<file path="src/rtl/dbs_pkg.sv">
/*
 * constants shared by the data buffer stack: bus layout, register offsets,
 * field positions, reset values and stack geometry.
 * assumes a 32-bit avalon-mm register bus with byte addresses.
 */
package dbs_pkg;
   // avalon-mm slave geometry
   localparam int BUS_ADDR_W = 8;
   localparam int BUS_DATA_W = 32;
   localparam int BUS_BE_W = 4;
   // stack geometry: four entries, each one data buffer wide
   localparam int BUF_W = 16;
   localparam int DEPTH = 4;
   localparam int PTR_W = 2;
   localparam int OCC_W = 3;
   // register byte offsets
   localparam logic [BUS_ADDR_W-1:0] OFF_PTR = 8'h04;
   localparam logic [BUS_ADDR_W-1:0] OFF_CTRL = 8'h08;
   localparam logic [BUS_ADDR_W-1:0] OFF_STAT = 8'h0C;
   // field positions
   localparam int CTRL_EN_BIT = 0;
   localparam int STAT_OVW_BIT = 4;
   // reset values
   localparam logic [PTR_W-1:0] PTR_RESET = 2'h0;
   localparam logic [OCC_W-1:0] OCC_RESET = 3'h0;
   localparam logic [OCC_W-1:0] OCC_FULL = 3'h4;
   localparam logic CTRL_EN_RESET = 1'b1;
   localparam logic [PTR_W-1:0] PTR_ONE = 2'h1;
   localparam logic [OCC_W-1:0] OCC_ONE = 3'h1;
endpackage : dbs_pkg

</file>
<file path="src/rtl/dbs_pin_sync.sv">
/*
 * three-flop synchroniser with agreement filter for an asynchronous level.
 * assumes the input comes from a pin outside the clk domain.
 */
`timescale 1ns/1ps
`default_nettype none
module dbs_pin_sync
   import dbs_pkg::*;
(
   // clock and reset
   input wire logic clk,
   input wire logic rst,
   // raw pin and filtered level
   input wire logic pin,
   output logic level_q
);
   logic s1_q; // metastability catcher, read only by s2_q
   logic s2_q;
   logic s3_q;

   // shift chain; the level follows once stages two and three agree
   always_ff @(posedge clk) begin
      if (rst) begin
         s1_q <= 1'b0;
         s2_q <= 1'b0;
         s3_q <= 1'b0;
         level_q <= 1'b0;
      end else begin
         s1_q <= pin;
         s2_q <= s1_q;
         s3_q <= s2_q;
         if (s2_q == s3_q) begin
            level_q <= s3_q;
         end
      end
   end
endmodule : dbs_pin_sync
`default_nettype wire

</file>
<file path="src/rtl/dbs_stack_mem.sv">
/*
 * four-entry stack storage, one write port and a registered read port.
 * assumes the caller never writes and reads the same entry in one cycle
 * with a need for the new data (store and load are exclusive upstream).
 */
`timescale 1ns/1ps
`default_nettype none
module dbs_stack_mem
   import dbs_pkg::*;
(
   // clock and reset
   input wire logic clk,
   input wire logic rst,
   // write port
   input wire logic wr_en,
   input wire logic [PTR_W-1:0] wr_addr,
   input wire logic [BUF_W-1:0] wr_data,
   // read port, data one cycle after rd_en
   input wire logic rd_en,
   input wire logic [PTR_W-1:0] rd_addr,
   output logic [BUF_W-1:0] rd_data_q
);
   logic [BUF_W-1:0] entry_q [DEPTH]; // contents undefined until first store

   // one register per entry, whole buffer kept intact
   for (genvar i = 0; i < DEPTH; i++) begin : g_entry
      always_ff @(posedge clk) begin
         if (wr_en && (wr_addr == PTR_W'(i))) begin
            entry_q[i] <= wr_data;
         end
      end
   end

   // registered read; holds last value between loads
   always_ff @(posedge clk) begin
      if (rst) begin
         rd_data_q <= '0;
      end else if (rd_en) begin
         rd_data_q <= entry_q[rd_addr];
      end
   end
endmodule : dbs_stack_mem
`default_nettype wire

</file>
<file path="src/rtl/dbs_data_buffer_stack.sv">
/*
 * data buffer stack: four 16-bit save slots with a read-only level pointer,
 * driven by store and load pulses from the core, with an avalon-mm slave.
 * assumes store/load pulses are synchronous to clk, one cycle per instruction,
 * and that watchdog and chip-enable resets arrive asynchronously on pins.
 */
`timescale 1ns/1ps
`default_nettype none
module dbs_data_buffer_stack
   import dbs_pkg::*;
(
   // clock and power-on reset
   input wire logic clk,
   input wire logic rst,
   // further reset sources from pins
   input wire logic watchdog_stack_reset,
   input wire logic ce_reset,
   // core instruction strobes and buffer
   input wire logic store_to_stack_instr,
   input wire logic load_from_stack_instr,
   input wire logic [BUF_W-1:0] data_buffer,
   // restore path back to the core
   output logic [BUF_W-1:0] data_buffer_restore,
   output logic restore_valid_q,
   output logic [PTR_W-1:0] stack_level_q,
   output logic overwrite_q,
   // avalon-mm slave
   input wire logic [BUS_ADDR_W-1:0] avs_address,
   input wire logic avs_read,
   input wire logic avs_write,
   input wire logic [BUS_DATA_W-1:0] avs_writedata,
   input wire logic [BUS_BE_W-1:0] avs_byteenable,
   output logic [BUS_DATA_W-1:0] avs_readdata,
   output logic avs_waitrequest
);

   // synchronised reset levels
   logic wdt_rst_lvl; // watchdog/stack reset after filtering
   logic ce_rst_lvl; // chip-enable reset after filtering

   // stack state
   logic [PTR_W-1:0] ptr_q; // level pointer
   logic [PTR_W-1:0] ptr_d;
   logic [OCC_W-1:0] occ_q; // saved entries, saturates at four
   logic [OCC_W-1:0] occ_d;

   // software state
   logic ctrl_en_q; // stack operations allowed
   logic ovw_sticky_q; // an overwrite happened since last clear
   logic ovw_sticky_d;

   // bus slave state
   logic wait_q; // drives waitrequest
   logic [BUS_DATA_W-1:0] rdata_q;

   // decoded strobes
   wire do_store;
   wire do_load;
   wire lvl_clear;
   wire [PTR_W-1:0] ptr_inc;
   wire [PTR_W-1:0] ptr_dec;
   wire ovw_event;

   // bus decode
   wire bus_req;
   wire bus_take;
   wire sel_ptr;
   wire sel_ctrl;
   wire sel_stat;
   wire wr_ctrl;
   wire wr_stat_clr;
   wire [BUS_DATA_W-1:0] rd_mux;

   // watchdog/stack reset pin crossing
   dbs_pin_sync u_wdt_sync (
      .clk(clk),
      .rst(rst),
      .pin(watchdog_stack_reset),
      .level_q(wdt_rst_lvl)
   );

   // chip-enable reset pin crossing
   dbs_pin_sync u_ce_sync (
      .clk(clk),
      .rst(rst),
      .pin(ce_reset),
      .level_q(ce_rst_lvl)
   );

   // any secondary reset clears the level bits
   assign lvl_clear = wdt_rst_lvl | ce_rst_lvl;

   // store wins if the core ever raises both strobes together;
   // the core never should, but a defined answer beats a corrupt stack
   assign do_store = store_to_stack_instr & ctrl_en_q & ~lvl_clear;
   assign do_load = load_from_stack_instr & ~store_to_stack_instr & ctrl_en_q & ~lvl_clear;

   // two-bit arithmetic wraps by itself, which gives the modulo-four count
   assign ptr_inc = ptr_q + PTR_ONE;
   assign ptr_dec = ptr_q - PTR_ONE;

   // a store with all four slots live destroys the oldest save
   assign ovw_event = do_store & (occ_q == OCC_FULL);

   // storage: store writes at the current level, load reads one below
   // so the last saved word comes back first
   dbs_stack_mem u_mem (
      .clk(clk),
      .rst(rst),
      .wr_en(do_store),
      .wr_addr(ptr_q),
      .wr_data(data_buffer),
      .rd_en(do_load),
      .rd_addr(ptr_dec),
      .rd_data_q(data_buffer_restore)
   );

   // next pointer value
   always_comb begin
      ptr_d = ptr_q;
      if (lvl_clear) begin
         ptr_d = PTR_RESET;
      end else if (do_store) begin
         ptr_d = ptr_inc;
      end else if (do_load) begin
         ptr_d = ptr_dec;
      end
   end

   // next occupancy; for the overwrite flag and the status register read, not visible to the core
   always_comb begin
      occ_d = occ_q;
      if (lvl_clear) begin
         occ_d = OCC_RESET;
      end else if (do_store && (occ_q != OCC_FULL)) begin
         occ_d = occ_q + OCC_ONE;
      end else if (do_load && (occ_q != OCC_RESET)) begin
         occ_d = occ_q - OCC_ONE;
      end
   end

   // pointer and occupancy; no bus path writes them
   always_ff @(posedge clk) begin
      if (rst) begin
         ptr_q <= PTR_RESET;
         occ_q <= OCC_RESET;
      end else begin
         ptr_q <= ptr_d;
         occ_q <= occ_d;
      end
   end

   // core-side status registers
   always_ff @(posedge clk) begin
      if (rst) begin
         stack_level_q <= PTR_RESET;
         restore_valid_q <= 1'b0;
         overwrite_q <= 1'b0;
      end else begin
         stack_level_q <= ptr_d;
         restore_valid_q <= do_load; // lines up with registered read
         overwrite_q <= ovw_event;
      end
   end

   // bus request decode
   assign bus_req = avs_read | avs_write;
   assign bus_take = bus_req & wait_q; // first cycle a request is seen
   assign sel_ptr = (avs_address == OFF_PTR);
   assign sel_ctrl = (avs_address == OFF_CTRL);
   assign sel_stat = (avs_address == OFF_STAT);
   assign wr_ctrl = bus_take & avs_write & sel_ctrl & avs_byteenable[0];
   assign wr_stat_clr = bus_take & avs_write & sel_stat & avs_byteenable[0]
      & avs_writedata[STAT_OVW_BIT];

   // read selection; unmapped offsets and reserved bits read zero
   assign rd_mux = sel_ptr ? {{(BUS_DATA_W - PTR_W){1'b0}}, ptr_q}
      : sel_ctrl ? {{(BUS_DATA_W - 1){1'b0}}, ctrl_en_q}
      : sel_stat ? {{(BUS_DATA_W - STAT_OVW_BIT - 1){1'b0}}, ovw_sticky_q,
         {(STAT_OVW_BIT - OCC_W){1'b0}}, occ_q}
      : '0;

   // sticky overwrite: a new event wins over a clear in the same cycle
   always_comb begin
      ovw_sticky_d = ovw_sticky_q;
      if (wr_stat_clr) begin
         ovw_sticky_d = 1'b0;
      end
      if (ovw_event) begin
         ovw_sticky_d = 1'b1;
      end
   end

   // control and sticky status
   always_ff @(posedge clk) begin
      if (rst) begin
         ctrl_en_q <= CTRL_EN_RESET;
         ovw_sticky_q <= 1'b0;
      end else begin
         if (wr_ctrl) begin
            ctrl_en_q <= avs_writedata[CTRL_EN_BIT];
         end
         ovw_sticky_q <= ovw_sticky_d;
      end
   end

   // waitrequest drops for exactly one cycle per request;
   // costs one cycle of latency but keeps every output on a flop
   always_ff @(posedge clk) begin
      if (rst) begin
         wait_q <= 1'b1;
         rdata_q <= '0;
      end else if (bus_take) begin
         wait_q <= 1'b0;
         rdata_q <= avs_read ? rd_mux : '0;
      end else begin
         wait_q <= 1'b1;
      end
   end

   // bus outputs straight from flops
   assign avs_waitrequest = wait_q;
   assign avs_readdata = rdata_q;

endmodule : dbs_data_buffer_stack
`default_nettype wire

</file>
<file path="config.mk">
export PLATFORM = sky130hd
export DESIGN_NAME = dbs_data_buffer_stack
export DESIGN_NICKNAME = d
export VERILOG_FILES = /design/src/rtl/dbs_pkg.sv /design/src/rtl/dbs_pin_sync.sv /design/src/rtl/dbs_stack_mem.sv /design/src/rtl/dbs_data_buffer_stack.sv
export SDC_FILE = /design/constraint.sdc
export NUM_CORES = 1
export LEC_CHECK = 0
export ABC_AREA = 0
export BUFFER_PORTS_ARGS = -buffer_cell sky130_fd_sc_hd__buf_2
export CAP_MARGIN = 20
export CELL_PAD_IN_SITES_DETAIL_PLACEMENT = 0
export CELL_PAD_IN_SITES_GLOBAL_PLACEMENT = 1
export CORE_ASPECT_RATIO = 0.7
export CORE_MARGIN = 3
export CORE_UTILIZATION = 44
export CTS_CLUSTER_DIAMETER = 100
export CTS_CLUSTER_SIZE = 12
export DETAILED_ROUTE_END_ITERATION = 7
export PLACE_DENSITY = 0.88
export SETUP_SLACK_MARGIN = 0.4
export SYNTH_ARGS = -nofsm -noshare
export SYNTH_HDL_FRONTEND = slang
export SYNTH_SLANG_ARGS = --single-unit
export TNS_END_PERCENT = 10
</file>
<file path="constraint.sdc">
create_clock -name clk -period 4.5 [get_ports clk]
set_clock_uncertainty 0.1 [all_clocks]
set_input_delay 0.9 -clock clk [delete_from_list [all_inputs] [get_ports clk]]
set_output_delay 0.9 -clock clk [all_outputs]
set_load 0.02 [all_outputs]
</file>
Word-level counts from Yosys, hierarchy flattened
Memory sizes are Yosys's and may differ from the RTL's. A register that Yosys moved wholly into a read port is not among the register bits.
Index checks and enable logic that the tools add are counted.

word-level totals
  register bits after elaboration = 50
  bits in writable memories = 64
  input bits = 68
  output and inout port bits = 53
  logic and storage cells = 91
  memories = 1

cells by class
  add/sub/neg operators = 4
  equality and inequality tests = 10
  multiplexer cells = 28
  bitwise logic cells = 17
  reduce and logical (&&, ||, !) cells = 15

memories
  memory         words  width  rd ports  clocked after memory_dff  wr ports  RTL line             source
  u_mem.entry_q  4      16     1         1                         1         dbs_stack_mem.sv:23  logic [BUF_W-1:0] entry_q [DEPTH];

operator list
  kind                                               count
  two-way mux 16 bit                                 3
  OR reduction 16 bit                                3
  two-way mux 5 bit                                  4
  == test 8 x 4 -> 1 bit (second input constant)     2
  two-way mux 1 bit                                  14
  bitwise AND 1 bit                                  13
  two-way mux 2 bit                                  5
  == test 8 x 3 -> 1 bit (second input constant)     1
  logical AND 1 bit                                  6
  two-way mux 3 bit                                  2
  nonzero test 2 bit                                 3
  == test 2 bit (second input constant)              2
  adder 3 x 1 -> 3 bit (second input constant)       1
  == test 3 bit (second input constant)              1
  inequality test 3 bit (second input constant)      1
  nonzero test 3 bit                                 1
  subtractor 3 x 1 -> 3 bit (second input constant)  1
  adder 2 x 1 -> 2 bit (second input constant)       1
  == test 1 bit                                      2
  == test 2 x 1 -> 1 bit (second input constant)     1
  zero test 2 bit                                    1
  NOT 1 bit                                          2
  bitwise OR 1 bit                                   2
  OR reduction 2 bit                                 1
  subtractor 2 x 1 -> 2 bit (second input constant)  1

Longest topological paths before layout
  depth in word-level cells = 10
  gate-level depth with buffers = 9
  depth with buffers taken out = 8

Hierarchy
From an unflattened synthesis, not the netlist that was laid out.

second synthesis, totals
  cells, all modules = 287
  area, all modules = 4164.0 sq um

by module, submodules not included
  module                 times used  cells each  area an instance (sq um)  seq. area each (sq um)
  dbs_stack_mem          1           160         3002.9                    2242.2
  dbs_data_buffer_stack  1           107         935.9                     280.3
  dbs_pin_sync           2           10          112.6                     80.1

Worst setup path before layout
OpenSTA, ideal clock, no wires.

  path kind = register to register
  start point = register stack_level_q[0] (netlist name)
  end point = register stack_level_q[1]
  setup time = 0.124 ns
  arrival = 2.258 ns
  required time = 4.276 ns
  path slack = 2.019 ns
  cell stages (with the launch flop) = 10
  path buffers = 4
  period minus slack after synthesis = 2.481 ns
  cell sequence = dfxtp_1 buf_2 buf_4 inv_1 ha_1 buf_2 buf_2 o21ai_0 a222oi_1 nor2_1

RTL lines
  item                  RTL line                      source
  to (signal assigned)  dbs_data_buffer_stack.sv:160  stack_level_q <= ptr_d;
  to (decl)             dbs_data_buffer_stack.sv:25   output logic [PTR_W-1:0] stack_level_q,

Worst setup path after layout
  start point = register ctrl_en_q
  end point = register occ_q[2]

on the way
  longest elaborated chain between the ends = 4
  elaborated cells between the ends (all ways) = 8
  those cells by class = 1 x mux; 4 x bitwise; 3 x reduce/logical

RTL lines
  item                                                            RTL line                                                    source
  from (decl)                                                     dbs_data_buffer_stack.sv:48                                 logic ctrl_en_q;
  from (signal assigned)                                          dbs_data_buffer_stack.sv:201                                ctrl_en_q <= avs_writedata[CTRL_EN_BIT];
  bitwise AND 1 bit, on equally long branches (2 in a row)        dbs_data_buffer_stack.sv:95, dbs_data_buffer_stack.sv:96
  logical AND 1 bit, on equally long branches                     dbs_data_buffer_stack.sv:135, dbs_data_buffer_stack.sv:137
  two-way mux 3 bit / nonzero test 2 bit (equally long branches)  --
  to (signal assigned)                                            dbs_data_buffer_stack.sv:146                                occ_q <= OCC_RESET;
  to (signal assigned)                                            dbs_data_buffer_stack.sv:149                                occ_q <= occ_d;
  to (decl)                                                       dbs_data_buffer_stack.sv:44                                 logic [OCC_W-1:0] occ_q;

Parallel ways exist; a longest one is shown, timed or not.
A chain may end at the register's enable or synchronous reset.

==> results.md <==
- Global-route wire length before repair: 11800 um
- Warnings, synthesis: 0
- Routed WL per cell: 16.8 um
- Global placement routability congestion: 0.746
- Clk_lat worst skew: 0.34 ns
- Req. time, crit path: 4.65 ns
- Synth top cells by count: 64 x edfxtp_1, 38 x dfxtp_1, 29 x buf_4, 17 x a22o_1, 16 x mux4_2
- Syn Std Cell Area: 4020 um2
- Crit-path cells: nor3b_2, nand3_1, fa_1, o31ai_1, a21oi_1, a311oi_1
- FF-to-FF path depth: 6
- DR vias: 2247
- Vias in the first global route: 2238
- FP Rows: 28
- Antenna violations before repair: 0
- Worst r2r dst: occ_q[2]$_SDFFE_PP0P_
- Post-CTS Resized: 0
- Proportion of layout cells with a drive suffix above 1: 0.319
- Max-slew headroom: 0.347
- Hold Path Sink: u_wdt_sync.s2_q$_SDFF_PP0_
- Post-synth top area cell: edfxtp_1
- Starting DRT DRC Count: 72
- Final Setup Violations: 0
- Worst Hold Depth: 1
- FMAX: 414 MHz
- Sequential share of the synthesized area: 0.667
- Fill count: 752
- Worst slew pin tran: 0.976 ns
- I/O pin count: 121
- Port Buffers: 59
- Cell Area, Placed: 4330 um2
- Worst R2R Start: ctrl_en_q$_SDFFE_PP1P_
- Cell Pwr Density: 456 nW/um2
- Die footprint: 10300 um2
- Maximum VDD drop: 0.318 mV
- H-tree Lvls: 3
- TritonCTS clock tree: done
- Fin crit period: 2.42 ns
- Gr ovfl total: 0
- DP HPWL: 4950 um
- Setup bufs post-CTS: 0
- Core ar.: 8650 um2
- Async SR Flop Fraction: 0
- CTS Buf Count: 9
- Final Net Count: 391
- Critical path peak fanout: 12
- Antenna diodes: 0
- Synth cell types: 45
- Post-route DRC: 0
- Max-slew violations: 0
- CTS Hold Buffers Added: 0
- Synth Flop Type: edfxtp_1
- Crit end category: register
- GRT Total Usage: 0.153
- Hold WS: 0.339 ns
- Clock sinks: 102
- Share of the synthesized area in the top cell type: 0.478
- Area contributors post-synth: edfxtp_1 48%, dfxtp_1 19%, mux4_2 9.0%
- Hold_sp: u_wdt_sync.s1_q$_SDFF_PP0_
- R2r setup slk: 2.08 ns
- Leak pwr: 1.79 nW
- RSZ-0062 raised after global routing: no
- Initial Util: 0.465
- Max cap viols: 0
- Post-route cell area: 4610 um2
- Cells after Synth: 257
- Crit path max-delay family: simple AND/OR/NAND/NOR gates
- Chip height: 86.0 um
- Routed Antenna Nets: 0
- Count leader, synth: edfxtp_1
- DR vias/cell: 5.07
- Setup CP Type: register to register
- CP max stage cell: nor3b_2
- Clock buffer depth: 2
- Root Driver: clkbuf_16
- Area grow syn2layout: 14.7%
- WP data arrival: 2.57 ns
- Final Non-Filler Cells: 443
- Outcome: finished, final reports clean
- Post-synth EDFFs: 64
- Largest net degree at the start of global routing: 22
- Final TNS setup: 0 ns
- Flops & latches, synth: 102
- CP Launch Type: register
- Drt pass-1 iters: 4
- Core Util, Final: 0.533
- Detailed Route WL: 7440 um
- Worst hold path class: register to register
- Avg Cell Area, Syn: 15.6 um2
- Placed cells: 427
- Clock Pin Slew Worst Setup and Hold Paths: 0.07 ns
- Final Cycle Share: 0.537
- Max incr delay on CP: 0.60 ns
- Buf+Inv Stages, Crit Path: 0
- DIE WIDTH: 120 um
- Final Hold Viols: 0
[worst max-delay path by stage]
stage / endpoint / cells after the start / start
2_1_floorplan: stack_level_q[1]$_SDFFE_PP0P_ / 9 / stack_level_q[0]$_SDFFE_PP0P_
3_3_place_gp: occ_q[2]$_SDFFE_PP0P_ / 6 / store_to_stack_instr
3_5_place_dp: occ_q[2]$_SDFFE_PP0P_ / 6 / store_to_stack_instr
4_1_cts: occ_q[2]$_SDFFE_PP0P_ / 6 / ctrl_en_q$_SDFFE_PP1P_
5_1_grt: occ_q[2]$_SDFFE_PP0P_ / 6 / ctrl_en_q$_SDFFE_PP1P_
6_report: occ_q[2]$_SDFFE_PP0P_ / 6 / ctrl_en_q$_SDFFE_PP1P_
[state kept, by name, summed over array words and instances (netlist names), 2 cells and up]
name,flops
occ_q,3
u_mem.rd_data_q,16
avs_readdata,4
stack_level_q,2
u_mem.entry_q,64
[per-layer routing]
metal,share of wire,GRT usage,vias to the layer above
li1,-,-,1045
met1,0.44,0.186,1115
met2,0.48,0.255,78
met3,0.069,0.0587,9
met4,0.0086,0.0484,0
met5,0,0,-
[cell families after synthesis]
group	after synthesis	share of synthesized area
xor+xnor	2	0.00436
fa+ha+maj	5	0.0174
compound gates	39	0.0728
other cells	1	0.000933
flops	102	0.667
simple gates	48	0.0740
mux	18	0.0949
buf+inv	42	0.0684
[worst register-to-register path: stages (launching register included)]
cell	delay [ns]
dfxtp_1	0.39
nor3b_2	0.60
nand3_1	0.18
fa_1	0.44
o31ai_1	0.26
a21oi_1	0.09
a311oi_1	0.26
[cell usage in the layout, fill, tap and decap left out, types with 2 or more instances in the layout]
master	count
nor2_1	11
clkinv_2	3
conb_1	28
o21ai_0	6
nor3_1	2
nor2b_1	7
a21oi_1	5
mux4_2	16
inv_1	4
buf_2	59
a22o_1	17
clkbuf_16	10
nand2b_1	2
dfxtp_1	38
nand4_1	4
and3_1	5
buf_4	2
ha_1	4
edfxtp_1	64
nor3b_2	2
nand2_1	7
[per-stage QoR]
stage               power (mW)  setup slack, ns
finish                    2.10             2.08
detailed placement        1.39             2.02
CTS                       2.13             2.09
floorplan                 1.32             2.02
global route              2.20             1.81
global placement          1.38             2.08
[final cells by class]
class / count / area [um2] / share of cell area
Tap cell: 120 / 150 / 0.0325
Inverter: 4 / 15.0 / 0.00325
Sequential cell: 102 / 2680 / 0.581
Timing Repair Buffer: 61 / 310 / 0.0672
Clock inverter: 5 / 30.0 / 0.00651
Clock buffer: 11 / 255 / 0.0553
Multi-Input combinational cell: 140 / 1170 / 0.254
[where the power goes]
part	switching [mW]	internal, mW
logic	0.166	0.115
clock network	0.324	0.410
registers	0.0295	1.06
Power figures use the tool's default switching activity.
